[config.mk]
export PLATFORM = sky130hd
export DESIGN_NAME = charge_timer_full_detect
export DESIGN_NICKNAME = d
export VERILOG_FILES = /design/src/design/charge_timer_pkg.sv /design/src/design/period_counter.sv /design/src/design/charge_timer_full_detect.sv
export SDC_FILE = /design/constraint.sdc
export NUM_CORES = 1
export LEC_CHECK = 0
export BUFFER_PORTS_ARGS = -buffer_cell sky130_fd_sc_hd__buf_2
export CAP_MARGIN = 30
export CORE_ASPECT_RATIO = 1.75
export CORE_MARGIN = 3
export CORE_UTILIZATION = 55
export DETAILED_ROUTE_END_ITERATION = 8
export GPL_ROUTABILITY_DRIVEN = 0
export HOLD_SLACK_MARGIN = 0.05
export PLACE_DENSITY = 0.73
export SYNTH_ARGS = -nofsm -noshare
export SYNTH_HDL_FRONTEND = slang
export SYNTH_HIERARCHICAL = 1
export SYNTH_SLANG_ARGS = --single-unit
[constraint.sdc]
create_clock -name clk -period 8 [get_ports clk]
set_input_delay 0.8 -clock clk [delete_from_list [all_inputs] [get_ports clk]]
set_output_delay 0.8 -clock clk [all_outputs]
set_load 0.01 [all_outputs]
[src/design/charge_timer_pkg.sv]
// Shared constants, register map and carrier types of the charge timer.
// Assumes a single 100 MHz oscillator clock and an AXI4-Lite register bus.
package charge_timer_pkg;

  localparam int CLK_MHZ      = 100;
  // Exponents of the timing chain, in prescaled ticks
  localparam int TOUT_EXP     = 26;
  localparam int HOLD_SHIFT   = 5;
  localparam int NTC_EXP      = 17;
  localparam int VPEAK_EXP    = 16;
  localparam int SENSE_EXP    = 10;
  // Peak detector: 14-bit store, full at a drop of 1/400 of the peak
  localparam int PEAK_W       = 14;
  localparam int PEAK_DEN     = 400;
  // Pulse-width output: cycle length and duty ceiling in percent
  localparam int PWM_CYC      = 100;
  localparam int DUTY_PCT     = 79;
  localparam int PCT          = 100;
  // Start-up and buzzer lengths in microseconds
  localparam int INIT_TIME_US = 100;
  localparam int BUZZ_TIME_US = 20;
  localparam int BUZZ_CYC     = BUZZ_TIME_US * CLK_MHZ;

  // Register byte offsets
  localparam logic [3:0] ADDR_CTRL   = 4'h0;
  localparam logic [3:0] ADDR_STATUS = 4'h4;
  localparam logic [3:0] ADDR_PEAK   = 4'h8;
  localparam logic [3:0] ADDR_TIMER  = 4'hc;

  localparam logic [1:0] RESP_OKAY   = 2'h0;
  localparam logic [1:0] RESP_SLVERR = 2'h2;

  localparam logic [3:0] DIV_MIN     = 4'h1;

  typedef struct packed {
    logic [13:0] slope_thr;
    logic [3:0]  filt_n;
    logic        restart;
    logic        slope_en;
    logic        peak_en;
  } ctrl_s;

  localparam ctrl_s CTRL_RESET = '{slope_thr: 14'h0040, filt_n: 4'h3,
                                   restart: 1'b0, slope_en: 1'b1,
                                   peak_en: 1'b1};

  typedef struct packed {
    logic [3:0] presc;
    logic [3:0] tout;
    logic [3:0] slope;
  } div_s;

  typedef enum logic [2:0] {
    st_init, st_fast, st_full, st_timeout, st_refresh
  } state_e;

endpackage : charge_timer_pkg

[src/design/period_counter.sv]
// Modulo counter that advances on an enable and flags its last count.
// Assumes limit is at least one and stable while counting.
`timescale 1ns/1ps
module period_counter #(
  parameter int W = 32
) (
  // Clock and reset
  input  wire logic         clk,
  input  wire logic         rstn,
  // Control
  input  wire logic         en,
  input  wire logic         clr,
  input  wire logic [W-1:0] limit,
  // Count
  output      logic [W-1:0] count_q,
  output      logic         last
);

  assign last = en && (count_q == limit - 1'b1);

  always_ff @(posedge clk or negedge rstn)
  begin
    if (!rstn)
      count_q <= '0;
    else if (clr || last)
      count_q <= '0;
    else if (en)
      count_q <= count_q + 1'b1;
  end

endmodule : period_counter

[src/design/charge_timer_full_detect.sv]
// Charger timing chain, peak and slope full detection, indication, PWM.
// Assumes pins pass through a synchroniser here; sample words come from a
// converter on clk and are valid whenever a sample strobe fires.
`timescale 1ns/1ps
module charge_timer_full_detect #(
  parameter int TOUT_EXP  = charge_timer_pkg::TOUT_EXP,
  parameter int NTC_EXP   = charge_timer_pkg::NTC_EXP,
  parameter int VPEAK_EXP = charge_timer_pkg::VPEAK_EXP,
  parameter int SENSE_EXP = charge_timer_pkg::SENSE_EXP,
  parameter int INIT_CYC  = charge_timer_pkg::INIT_TIME_US *
                            charge_timer_pkg::CLK_MHZ
) (
  // Clock and reset
  input  wire logic        clk,
  input  wire logic        rstn,
  // AXI4-Lite slave
  input  wire logic [3:0]  s_axi_awaddr,
  input  wire logic        s_axi_awvalid,
  output      logic        s_axi_awready,
  input  wire logic [31:0] s_axi_wdata,
  input  wire logic [3:0]  s_axi_wstrb,
  input  wire logic        s_axi_wvalid,
  output      logic        s_axi_wready,
  output      logic [1:0]  s_axi_bresp,
  output      logic        s_axi_bvalid,
  input  wire logic        s_axi_bready,
  input  wire logic [3:0]  s_axi_araddr,
  input  wire logic        s_axi_arvalid,
  output      logic        s_axi_arready,
  output      logic [31:0] s_axi_rdata,
  output      logic [1:0]  s_axi_rresp,
  output      logic        s_axi_rvalid,
  input  wire logic        s_axi_rready,
  // Pins, asynchronous
  input  wire logic        standby_control_pin_low,
  input  wire logic        standby_control_pin_high,
  input  wire logic        low_supply_in,
  input  wire logic        temp_prot_in,
  input  wire logic        battery_insert_in,
  input  wire logic        discharge_request_pin,
  input  wire logic        pwm_stop_in,
  input  wire logic [3:0]  presc_div_in,
  input  wire logic [3:0]  tout_div_in,
  input  wire logic [3:0]  slope_div_in,
  // Converter samples, on clk
  input  wire logic [13:0] vbat_data,
  input  wire logic [13:0] ntc_data,
  // Charge control
  output      logic        charge_on_q,
  output      logic        charge_zero_q,
  output      logic        pwm_q,
  output      logic        full_q,
  output      logic        timeout_q,
  // Indication
  output      logic        buzzer_q,
  output      logic        bias_led_q,
  output      logic        led_out_q,
  output      logic        led_oe_q,
  output      logic [2:0]  prog_out_q,
  output      logic [2:0]  prog_oe_q
);

  localparam int CW = 32;
  localparam int PW = charge_timer_pkg::PEAK_W;
  localparam logic [CW-1:0] ONE = 32'h1;
  localparam logic [CW-1:0] VP_LIM = ONE << VPEAK_EXP;
  localparam logic [CW-1:0] SENSE_START = VP_LIM - (ONE << SENSE_EXP);
  localparam logic [8:0] DEN = 9'(charge_timer_pkg::PEAK_DEN);
  localparam logic [7:0] PWM_LAST = 8'(charge_timer_pkg::PWM_CYC - 1);
  localparam logic [7:0] DUTY_MAX = 8'(charge_timer_pkg::PWM_CYC *
      charge_timer_pkg::DUTY_PCT / charge_timer_pkg::PCT);
  localparam logic [CW-1:0] INIT_LAST = CW'(INIT_CYC - 1);
  localparam logic [15:0] BUZZ_LEN = 16'(charge_timer_pkg::BUZZ_CYC);

  logic [18:0] sync1_q, sync2_q;
  logic [3:0]  prev_q;
  charge_timer_pkg::state_e state_q;
  charge_timer_pkg::ctrl_s  ctrl_q;
  charge_timer_pkg::div_s   div_q;
  logic [CW-1:0] init_cnt_q, vp_cnt, tout_cnt;
  logic [CW-1:0] presc_lim, ntc_lim, tout_lim;
  logic [PW-1:0] peak_q, prev_ntc_q, drop;
  logic [22:0]   drop_x;
  logic [3:0]    pk_cnt_q, sl_cnt_q;
  logic [15:0]   buzz_cnt_q;
  logic [7:0]    pwm_cnt_q;
  logic          have_prev_q, holdoff_q;
  logic inhibit, hi_lvl, lsp, temp, insert, refr, stop;
  logic tick, run_t, fast, prot, init_done, ins_rise, refr_end, lsp_fall;
  logic hi_rise, sw_restart, hold_restart, tout_restart;
  logic vp_last, ntc_last, tout_last, hold_last, pk_qual, sl_qual;
  logic det_ok, full_evt, drive;
  logic aw_ok_q, w_ok_q, do_wr, wr_hit;
  logic [3:0]  awaddr_q, wstrb_q;
  logic [31:0] wdata_q, ctrl_word, rd_word;

  // Two flip-flops on every pin before any logic reads it
  always_ff @(posedge clk or negedge rstn)
  begin
    if (!rstn)
    begin
      sync1_q <= '0;
      sync2_q <= '0;
    end
    else
    begin
      sync1_q <= {presc_div_in, tout_div_in, slope_div_in,
                  standby_control_pin_low, standby_control_pin_high,
                  low_supply_in, temp_prot_in, battery_insert_in,
                  discharge_request_pin, pwm_stop_in};
      sync2_q <= sync1_q;
    end
  end

  assign {inhibit, hi_lvl, lsp, temp, insert, refr, stop} = sync2_q[6:0];
  assign fast = (state_q == charge_timer_pkg::st_fast);
  assign prot = lsp || temp;

  always_ff @(posedge clk or negedge rstn)
  begin
    if (!rstn)
      prev_q <= '0;
    else
      prev_q <= {insert, refr, hi_lvl, lsp};
  end

  assign ins_rise   = insert && !prev_q[3];
  assign refr_end   = !refr && prev_q[2];
  assign hi_rise    = hi_lvl && !prev_q[1];
  assign lsp_fall   = !lsp && prev_q[0];
  assign init_done  = (state_q == charge_timer_pkg::st_init) &&
                      (init_cnt_q == INIT_LAST);
  assign sw_restart = do_wr && (awaddr_q == charge_timer_pkg::ADDR_CTRL) &&
                      wstrb_q[0] && wdata_q[2];
  assign tout_restart = init_done || ins_rise || sw_restart;
  assign hold_restart = tout_restart || refr_end || lsp_fall;

  always_ff @(posedge clk or negedge rstn)
  begin
    if (!rstn)
    begin
      init_cnt_q <= '0;
      div_q      <= '{default: charge_timer_pkg::DIV_MIN};
    end
    else if (state_q == charge_timer_pkg::st_init)
    begin
      init_cnt_q <= init_cnt_q + 1'b1;
      if (init_done)
        div_q <= '{presc: (sync2_q[18:15] == 4'h0) ?
                          charge_timer_pkg::DIV_MIN : sync2_q[18:15],
                   tout:  (sync2_q[14:11] == 4'h0) ?
                          charge_timer_pkg::DIV_MIN : sync2_q[14:11],
                   slope: (sync2_q[10:7] == 4'h0) ?
                          charge_timer_pkg::DIV_MIN : sync2_q[10:7]};
    end
  end

  always_ff @(posedge clk or negedge rstn)
  begin
    if (!rstn)
      state_q <= charge_timer_pkg::st_init;
    else
      case (state_q)
        charge_timer_pkg::st_init:
          if (init_done)
            state_q <= charge_timer_pkg::st_fast;
        charge_timer_pkg::st_fast:
          if (refr)
            state_q <= charge_timer_pkg::st_refresh;
          else if (full_evt)
            state_q <= charge_timer_pkg::st_full;
          else if (tout_last)
            state_q <= charge_timer_pkg::st_timeout;
        charge_timer_pkg::st_full, charge_timer_pkg::st_timeout:
          if (refr)
            state_q <= charge_timer_pkg::st_refresh;
          else if (tout_restart)
            state_q <= charge_timer_pkg::st_fast;
        charge_timer_pkg::st_refresh:
          if (!refr)
            state_q <= charge_timer_pkg::st_fast;
        default:
          state_q <= charge_timer_pkg::st_init;
      endcase
  end

  assign presc_lim = {28'h0, div_q.presc};
  assign ntc_lim   = (ONE << NTC_EXP) * {28'h0, div_q.slope};
  assign tout_lim  = {28'h0, div_q.tout} << TOUT_EXP;
  assign run_t     = tick && !inhibit;

  period_counter #(.W(CW)) u_presc (
    .clk(clk), .rstn(rstn), .en(1'b1), .clr(1'b0),
    .limit(presc_lim), .count_q(), .last(tick));

  period_counter #(.W(CW)) u_vpeak (
    .clk(clk), .rstn(rstn), .en(run_t && fast && ctrl_q.peak_en),
    .clr(!fast), .limit(VP_LIM), .count_q(vp_cnt), .last(vp_last));

  period_counter #(.W(CW)) u_ntc (
    .clk(clk), .rstn(rstn), .en(run_t && fast && ctrl_q.slope_en),
    .clr(!fast), .limit(ntc_lim), .count_q(), .last(ntc_last));

  period_counter #(.W(CW)) u_tout (
    .clk(clk), .rstn(rstn), .en(run_t && !prot && fast && !timeout_q),
    .clr(tout_restart), .limit(tout_lim), .count_q(tout_cnt),
    .last(tout_last));

  period_counter #(.W(CW)) u_hold (
    .clk(clk), .rstn(rstn), .en(run_t && holdoff_q), .clr(hold_restart),
    .limit(tout_lim >> charge_timer_pkg::HOLD_SHIFT), .count_q(),
    .last(hold_last));

  always_ff @(posedge clk or negedge rstn)
  begin
    if (!rstn)
      holdoff_q <= 1'b1;
    else if (hold_restart)
      holdoff_q <= 1'b1;
    else if (hold_last || (hi_rise && fast))
      holdoff_q <= 1'b0;
  end

  // quarter percent drop, scaled to avoid a divider
  assign drop    = peak_q - vbat_data;
  assign drop_x  = {9'h0, drop} * {14'h0, DEN};
  assign pk_qual = (vbat_data < peak_q) && (drop_x >= {9'h0, peak_q});
  // rise in temperature lowers the thermistor voltage
  assign sl_qual = have_prev_q && (ntc_data < prev_ntc_q) &&
                   ((prev_ntc_q - ntc_data) > ctrl_q.slope_thr);

  // store only the maximum; replace previous sample
  always_ff @(posedge clk or negedge rstn)
  begin
    if (!rstn)
    begin
      peak_q      <= '0;
      prev_ntc_q  <= '0;
      have_prev_q <= 1'b0;
    end
    else if (tout_restart)
    begin
      peak_q      <= '0;
      have_prev_q <= 1'b0;
    end
    else
    begin
      if (vp_last && (vbat_data > peak_q))
        peak_q <= vbat_data;
      if (ntc_last)
      begin
        prev_ntc_q  <= ntc_data;
        have_prev_q <= 1'b1;
      end
    end
  end

  always_ff @(posedge clk or negedge rstn)
  begin
    if (!rstn)
    begin
      pk_cnt_q <= '0;
      sl_cnt_q <= '0;
    end
    else
    begin
      if (vp_last)
        pk_cnt_q <= (pk_qual && pk_cnt_q != 4'hf) ? pk_cnt_q + 1'b1 : '0;
      if (ntc_last)
        sl_cnt_q <= (sl_qual && sl_cnt_q != 4'hf) ? sl_cnt_q + 1'b1 : '0;
    end
  end

  assign det_ok   = fast && !holdoff_q;
  assign full_evt = det_ok &&
      ((vp_last && pk_qual &&
        ({1'b0, pk_cnt_q} + 5'h1) >= {1'b0, ctrl_q.filt_n}) ||
       (ntc_last && sl_qual &&
        ({1'b0, sl_cnt_q} + 5'h1) >= {1'b0, ctrl_q.filt_n}));

  // termination flags, set wins over restart
  always_ff @(posedge clk or negedge rstn)
  begin
    if (!rstn)
    begin
      full_q    <= 1'b0;
      timeout_q <= 1'b0;
    end
    else
    begin
      full_q    <= full_evt || (full_q && !tout_restart);
      timeout_q <= tout_last || (timeout_q && !tout_restart);
    end
  end

  // zero current over the sense window
  assign drive = fast && !inhibit && !prot;
  always_ff @(posedge clk or negedge rstn)
  begin
    if (!rstn)
    begin
      charge_on_q   <= 1'b0;
      charge_zero_q <= 1'b0;
    end
    else
    begin
      charge_on_q   <= drive;
      charge_zero_q <= fast && ctrl_q.peak_en && (vp_cnt >= SENSE_START);
    end
  end

  // set only at cycle start, so one pulse per cycle
  always_ff @(posedge clk or negedge rstn)
  begin
    if (!rstn)
    begin
      pwm_cnt_q <= '0;
      pwm_q     <= 1'b0;
    end
    else
    begin
      pwm_cnt_q <= (pwm_cnt_q == PWM_LAST) ? '0 : pwm_cnt_q + 1'b1;
      if (!drive || charge_zero_q || stop || pwm_cnt_q >= DUTY_MAX)
        pwm_q <= 1'b0;
      else if (pwm_cnt_q == 8'h0)
        pwm_q <= 1'b1;
    end
  end

  always_ff @(posedge clk or negedge rstn)
  begin
    if (!rstn)
    begin
      buzz_cnt_q <= '0;
      buzzer_q   <= 1'b0;
    end
    else if (ins_rise || refr_end || full_evt)
    begin
      buzz_cnt_q <= BUZZ_LEN;
      buzzer_q   <= 1'b1;
    end
    else
    begin
      buzz_cnt_q <= (buzz_cnt_q != 16'h0) ? buzz_cnt_q - 1'b1 : '0;
      buzzer_q   <= (buzz_cnt_q > 16'h1);
    end
  end

  always_ff @(posedge clk or negedge rstn)
  begin
    if (!rstn)
    begin
      bias_led_q <= 1'b0;
      led_out_q  <= 1'b0;
      led_oe_q   <= 1'b0;
      prog_out_q <= '0;
      prog_oe_q  <= '0;
    end
    else if (inhibit || state_q == charge_timer_pkg::st_init)
    begin
      bias_led_q <= 1'b0;
      led_out_q  <= 1'b0;
      led_oe_q   <= 1'b0;
      prog_out_q <= '0;
      prog_oe_q  <= '0;
    end
    else
    begin
      bias_led_q <= 1'b1;
      led_out_q  <= fast && !prot;
      led_oe_q   <= !prot;
      prog_out_q <= {state_q == charge_timer_pkg::st_refresh, fast, prot};
      prog_oe_q  <= '1;
    end
  end

  // AXI4-Lite: address and data taken in either order
  assign do_wr  = aw_ok_q && w_ok_q && !s_axi_bvalid;
  assign wr_hit = (awaddr_q[1:0] == 2'h0);
  always_ff @(posedge clk or negedge rstn)
  begin
    if (!rstn)
    begin
      aw_ok_q <= 1'b0;
      w_ok_q <= 1'b0;
      awaddr_q <= '0;
      wdata_q <= '0;
      wstrb_q <= '0;
      s_axi_awready <= 1'b1;
      s_axi_wready <= 1'b1;
      s_axi_bvalid <= 1'b0;
      s_axi_bresp <= charge_timer_pkg::RESP_OKAY;
    end
    else
    begin
      if (s_axi_awvalid && s_axi_awready)
      begin
        aw_ok_q <= 1'b1;
        awaddr_q <= s_axi_awaddr;
        s_axi_awready <= 1'b0;
      end
      if (s_axi_wvalid && s_axi_wready)
      begin
        w_ok_q <= 1'b1;
        wdata_q <= s_axi_wdata;
        wstrb_q <= s_axi_wstrb;
        s_axi_wready <= 1'b0;
      end
      if (do_wr)
      begin
        s_axi_bvalid <= 1'b1;
        s_axi_bresp <= wr_hit ? charge_timer_pkg::RESP_OKAY :
                                charge_timer_pkg::RESP_SLVERR;
      end
      else if (s_axi_bvalid && s_axi_bready)
      begin
        s_axi_bvalid <= 1'b0;
        aw_ok_q <= 1'b0;
        w_ok_q <= 1'b0;
        s_axi_awready <= 1'b1;
        s_axi_wready <= 1'b1;
      end
    end
  end

  always_comb
  begin
    ctrl_word = {11'h0, ctrl_q};
    for (int b = 0; b < 4; b++)
      if (wstrb_q[b])
        ctrl_word[8*b +: 8] = wdata_q[8*b +: 8];
  end

  always_ff @(posedge clk or negedge rstn)
  begin
    if (!rstn)
      ctrl_q <= charge_timer_pkg::CTRL_RESET;
    else if (do_wr && awaddr_q == charge_timer_pkg::ADDR_CTRL)
      ctrl_q <= charge_timer_pkg::ctrl_s'({ctrl_word[20:3], 1'b0,
                                           ctrl_word[1:0]});
  end

  always_comb
  begin
    case (s_axi_araddr)
      charge_timer_pkg::ADDR_CTRL:   rd_word = {11'h0, ctrl_q};
      charge_timer_pkg::ADDR_STATUS: rd_word = {24'h0, holdoff_q, timeout_q,
                                         full_q, inhibit, 1'b0, state_q};
      charge_timer_pkg::ADDR_PEAK:   rd_word = {18'h0, peak_q};
      charge_timer_pkg::ADDR_TIMER:  rd_word = tout_cnt;
      default:                       rd_word = '0;
    endcase
  end

  always_ff @(posedge clk or negedge rstn)
  begin
    if (!rstn)
    begin
      s_axi_arready <= 1'b1;
      s_axi_rvalid <= 1'b0;
      s_axi_rdata <= '0;
      s_axi_rresp <= charge_timer_pkg::RESP_OKAY;
    end
    else if (s_axi_arvalid && s_axi_arready)
    begin
      s_axi_arready <= 1'b0;
      s_axi_rvalid <= 1'b1;
      s_axi_rdata <= rd_word;
      s_axi_rresp <= (s_axi_araddr[1:0] == 2'h0) ?
          charge_timer_pkg::RESP_OKAY : charge_timer_pkg::RESP_SLVERR;
    end
    else if (s_axi_rvalid && s_axi_rready)
    begin
      s_axi_rvalid <= 1'b0;
      s_axi_arready <= 1'b1;
    end
  end
endmodule : charge_timer_full_detect

==> flow_summary.ini <==
[run_status]
status = finished clean

[critical_path]
arrival_ns = 7.26
cp-end-kind = flop
path_cells = or4_1 > or3_4 > or4_1 > xnor2_1 > nor3b_1 > nand3_1 > nor4_2 > and3_1 > nand3_1 > a211oi_1 > nand4_1 > nor4_1 > nand3_1 > nor4_1 > buf_4 > nand3_1 > nor3_1 > o221ai_1 > a2111o_1 > o211ai_4 > nor3_1
required_ns = 8.42
crit_top_cell = nand3_1
cp_slowest_stage_delay_ns = 0.72
cp_max_fo = 18
cp-start-kind = flop
worstSetupPathType = reg -> reg
slowest_stage = nor4_2
path_buf_inv = 1
critical_path.top_delay_family = simple AND/OR/NAND/NOR gates

[timing]
max_freq_mhz = 146.3
clock_skew_ns = 0.02616
tightestPinTransition_ns = 0.9988
relSlewSlack_pct = 32.96
min_period_ns = 6.835
tns_ns = 0
hold_viol_final = 0
grt_setup_unrepaired = false
fin_crit_sh_pct = 85.43
setup_viol = 0
hold-worst-slack_ns = 0.2136
drv_slew = 0

[place]
dp_hpwl_mm = 53.02
dp.cells = 4399
port_buffers = 139

[final_layout]
drive_gt1_share_pct = 14.10
fin_util_pct = 66.01
final_cell_mix = conb_1, dfrtp_1, nor2_1
final_common_cell = conb_1
final_cells = 4481
final_nets = 4006
area_growth_pct = 17.98

[yosys]
avgSynthCellArea_um2 = 9.314
synth-main-ff-cell = dfrtp_1
synth_edf_count = 0
syn_area_mm2 = 0.02846
netlist_instances = 3056
synth-seq-cells = 412
synthArstFlopShare_pct = 100.0
yosys_warnings = 6
synth_cell_types = 87
yosysSeqAreaShare_pct = 36.28

[power]
power.net_switching_mw = 1.578
p_int_mw = 4.030
ir_drop_uv = 182.5
p_comb_share_pct = 18.2
clkPwrFrac_pct = 39.3
p_per_area_mw_per_mm2 = 167.0
pwr-share-seq_pct = 42.4
p_sw_share_pct = 28.14
p_leak_nw = 15.62

[clock_tree]
cts_hold_buf = 0
clkSinkCount = 412
postCtsSetupBuffers = 0
clk_pin_slew_ns = 0.07
cts_buffers = 41
post_cts_resized = 0
clock-root-buffer = clkbuf_16
cts_tree = yes
worstSkewPairLatency_ns = 0.57
h-tree-depth = 2
clockBufferDepth = 3

[floorplanning]
num_rows = 109
coreArea_mm2 = 0.05087
die_x_um = 178.0
initial_core_util_pct = 55.95
fp.dieH_um = 306.9
pin_count = 154
dieArea_mm2 = 0.05462

[global_routing]
grt_pass1_wl_mm = 113.8
use_met2_pct = 47.23
grt_util_met1_pct = 28.63
grt_pass1_vias = 23406
grtUsageTotal_pct = 25.53
grt_util_met3_pct = 2.422
grt_max_degree = 156
antenna_found_initial = 4
grt-busiest-layer = met2
globalRouteOverflowTotal = 0

[detailed_routing]
drc = 0
first_iter_violations = 1059
routed_wl_mm = 69.08
dr.pass1.iters = 7
via_per_inst = 5.222
post_drt_wl_per_cell_um = 15.42
ant_nets = 0
num_vias = 23402

[min_path]
hold_class = in -> async

[run]
cap_viol_max_count = 0
final cells by class:
cell class,count,area (um2)
Tap cell,666,833.3
Clock buffer,56,1184
Fill cell,4341,17290
Sequential cell,412,10320
Multi-Input combinational cell,3016,19370
Inverter,141,529.3
Timing Repair Buffer,164,965.9
Antenna cell,6,15.01
Clock inverter,20,362.8
worst register-to-register path: stages (launching register included):
cell and delay, ns:
dfrtp_1 0.46, or4_1 0.68, or3_4 0.42, or4_1 0.51
xnor2_1 0.22, nor3b_1 0.21, nand3_1 0.12, nor4_2 0.72
and3_1 0.54, nand3_1 0.14, a211oi_1 0.18, nand4_1 0.14
nor4_1 0.27, nand3_1 0.10, nor4_1 0.31, buf_4 0.22
nand3_1 0.09, nor3_1 0.12, o221ai_1 0.27, a2111o_1 0.52
o211ai_4 0.29, nor3_1 0.15
kinds of logic after synthesis:
group / synth area share [%]
buffers and inverters: 4.053
other: 0.02639
multiplexers: 4.273
AND/OR/NAND/NOR: 25.94
flip-flops: 36.28
AO/OA/AOI/OAI: 10.27
adder cells (fa/ha/maj): 6.066
XOR/XNOR: 13.10
through the flow:
stage / instance area (um2) / worst slack, ns / total power, mW
floorplan: 30820 / 1.764 / 3.145
global route: 33580 / 0.5787 / 5.902
detailed placement: 32020 / 0.7532 / 3.423
global placement: 31950 / 0.8834 / 3.388
CTS: 33570 / 1.073 / 5.655
finish: 33580 / 1.165 / 5.608
routing by layer:
layer,up-vias,part of all wire [%]
met5,-,0
met4,0,5.7
met3,184,3.5
met2,519,52
met1,11054,39
li1,11645,-
sequential cells by signal (all words and copies together) (netlist names), 8 cells and up:
register / cells
u_hold/count_q: 32
sync1_q: 19
sync2_q: 19
wdata_q: 21
u_presc/count_q: 32
prev_ntc_q: 14
peak_q: 14
u_tout/count_q: 32
s_axi_rdata: 32
buzz_cnt_q: 16
pwm_cnt_q: 8
div_q: 12
init_cnt_q: 32
ctrl_q: 20
u_ntc/count_q: 32
u_vpeak/count_q: 32
power by group through the flow:
stage	clock network (mW)	logic [mW]	registers, mW
floorplan	0	0.776	2.37
global placement	0	0.978	2.41
detailed placement	0	1.01	2.41
CTS	2.26	1.02	2.38
global route	2.34	1.17	2.40
finish	2.21	1.02	2.38
worst paths after layout:
check | cells after the start | endpoint | slack [ns] | startpoint
min reg2reg | 0 | sync2_q[13]$_DFF_PN0_ | 0.34 | sync1_q[13]$_DFF_PN0_
min | 1 | u_presc/count_q[21]$_DFFE_PN0P_ | 0.21 | rstn
max in group asynchronous | 3 | init_cnt_q[11]$_DFFE_PN0P_ | 6.00 | rstn
max reg2reg | 21 | buzz_cnt_q[3]$_DFF_PN0_ | 1.17 | div_q[10]$_DFFE_PN0P_
max | 21 | buzz_cnt_q[3]$_DFF_PN0_ | 1.17 | div_q[10]$_DFFE_PN0P_
min in group clk | 1 | sync1_q[1]$_DFF_PN0_ | 0.33 | discharge_request_pin
cells in the mapped netlist (12+ instances only):
master / n / area share, %
a21o_1: 16 / 0.42
a21oi_1: 105 / 1.8
a22o_1: 16 / 0.49
a22oi_1: 18 / 0.47
a31oi_1: 33 / 0.73
and2_1: 13 / 0.29
and3_1: 37 / 0.81
and4_1: 23 / 0.71
buf_6: 22 / 0.87
clkbuf_1: 79 / 1.0
dfrtp_1: 400 / 35
dfstp_2: 12 / 1.1
ha_1: 122 / 5.4
inv_1: 140 / 1.8
mux2_2: 59 / 2.3
mux2i_1: 54 / 1.9
nand2_1: 218 / 2.9
nand2b_1: 25 / 0.55
nand3_1: 100 / 1.8
nand3b_1: 12 / 0.32
nand4_1: 63 / 1.4
nor2_1: 229 / 3.0
nor2_2: 150 / 3.3
nor2b_1: 41 / 0.90
nor3_1: 77 / 1.4
nor3b_1: 23 / 0.61
nor4_1: 69 / 1.5
nor4b_1: 41 / 1.3
o211ai_1: 22 / 0.58
o21ai_0: 108 / 1.9
o22ai_1: 13 / 0.29
o31ai_1: 12 / 0.32
or2_2: 18 / 0.40
or3_1: 28 / 0.62
or4_1: 43 / 1.1
xnor2_1: 227 / 7.0
xor2_1: 185 / 5.7
(Power assumes the default switching activity.)
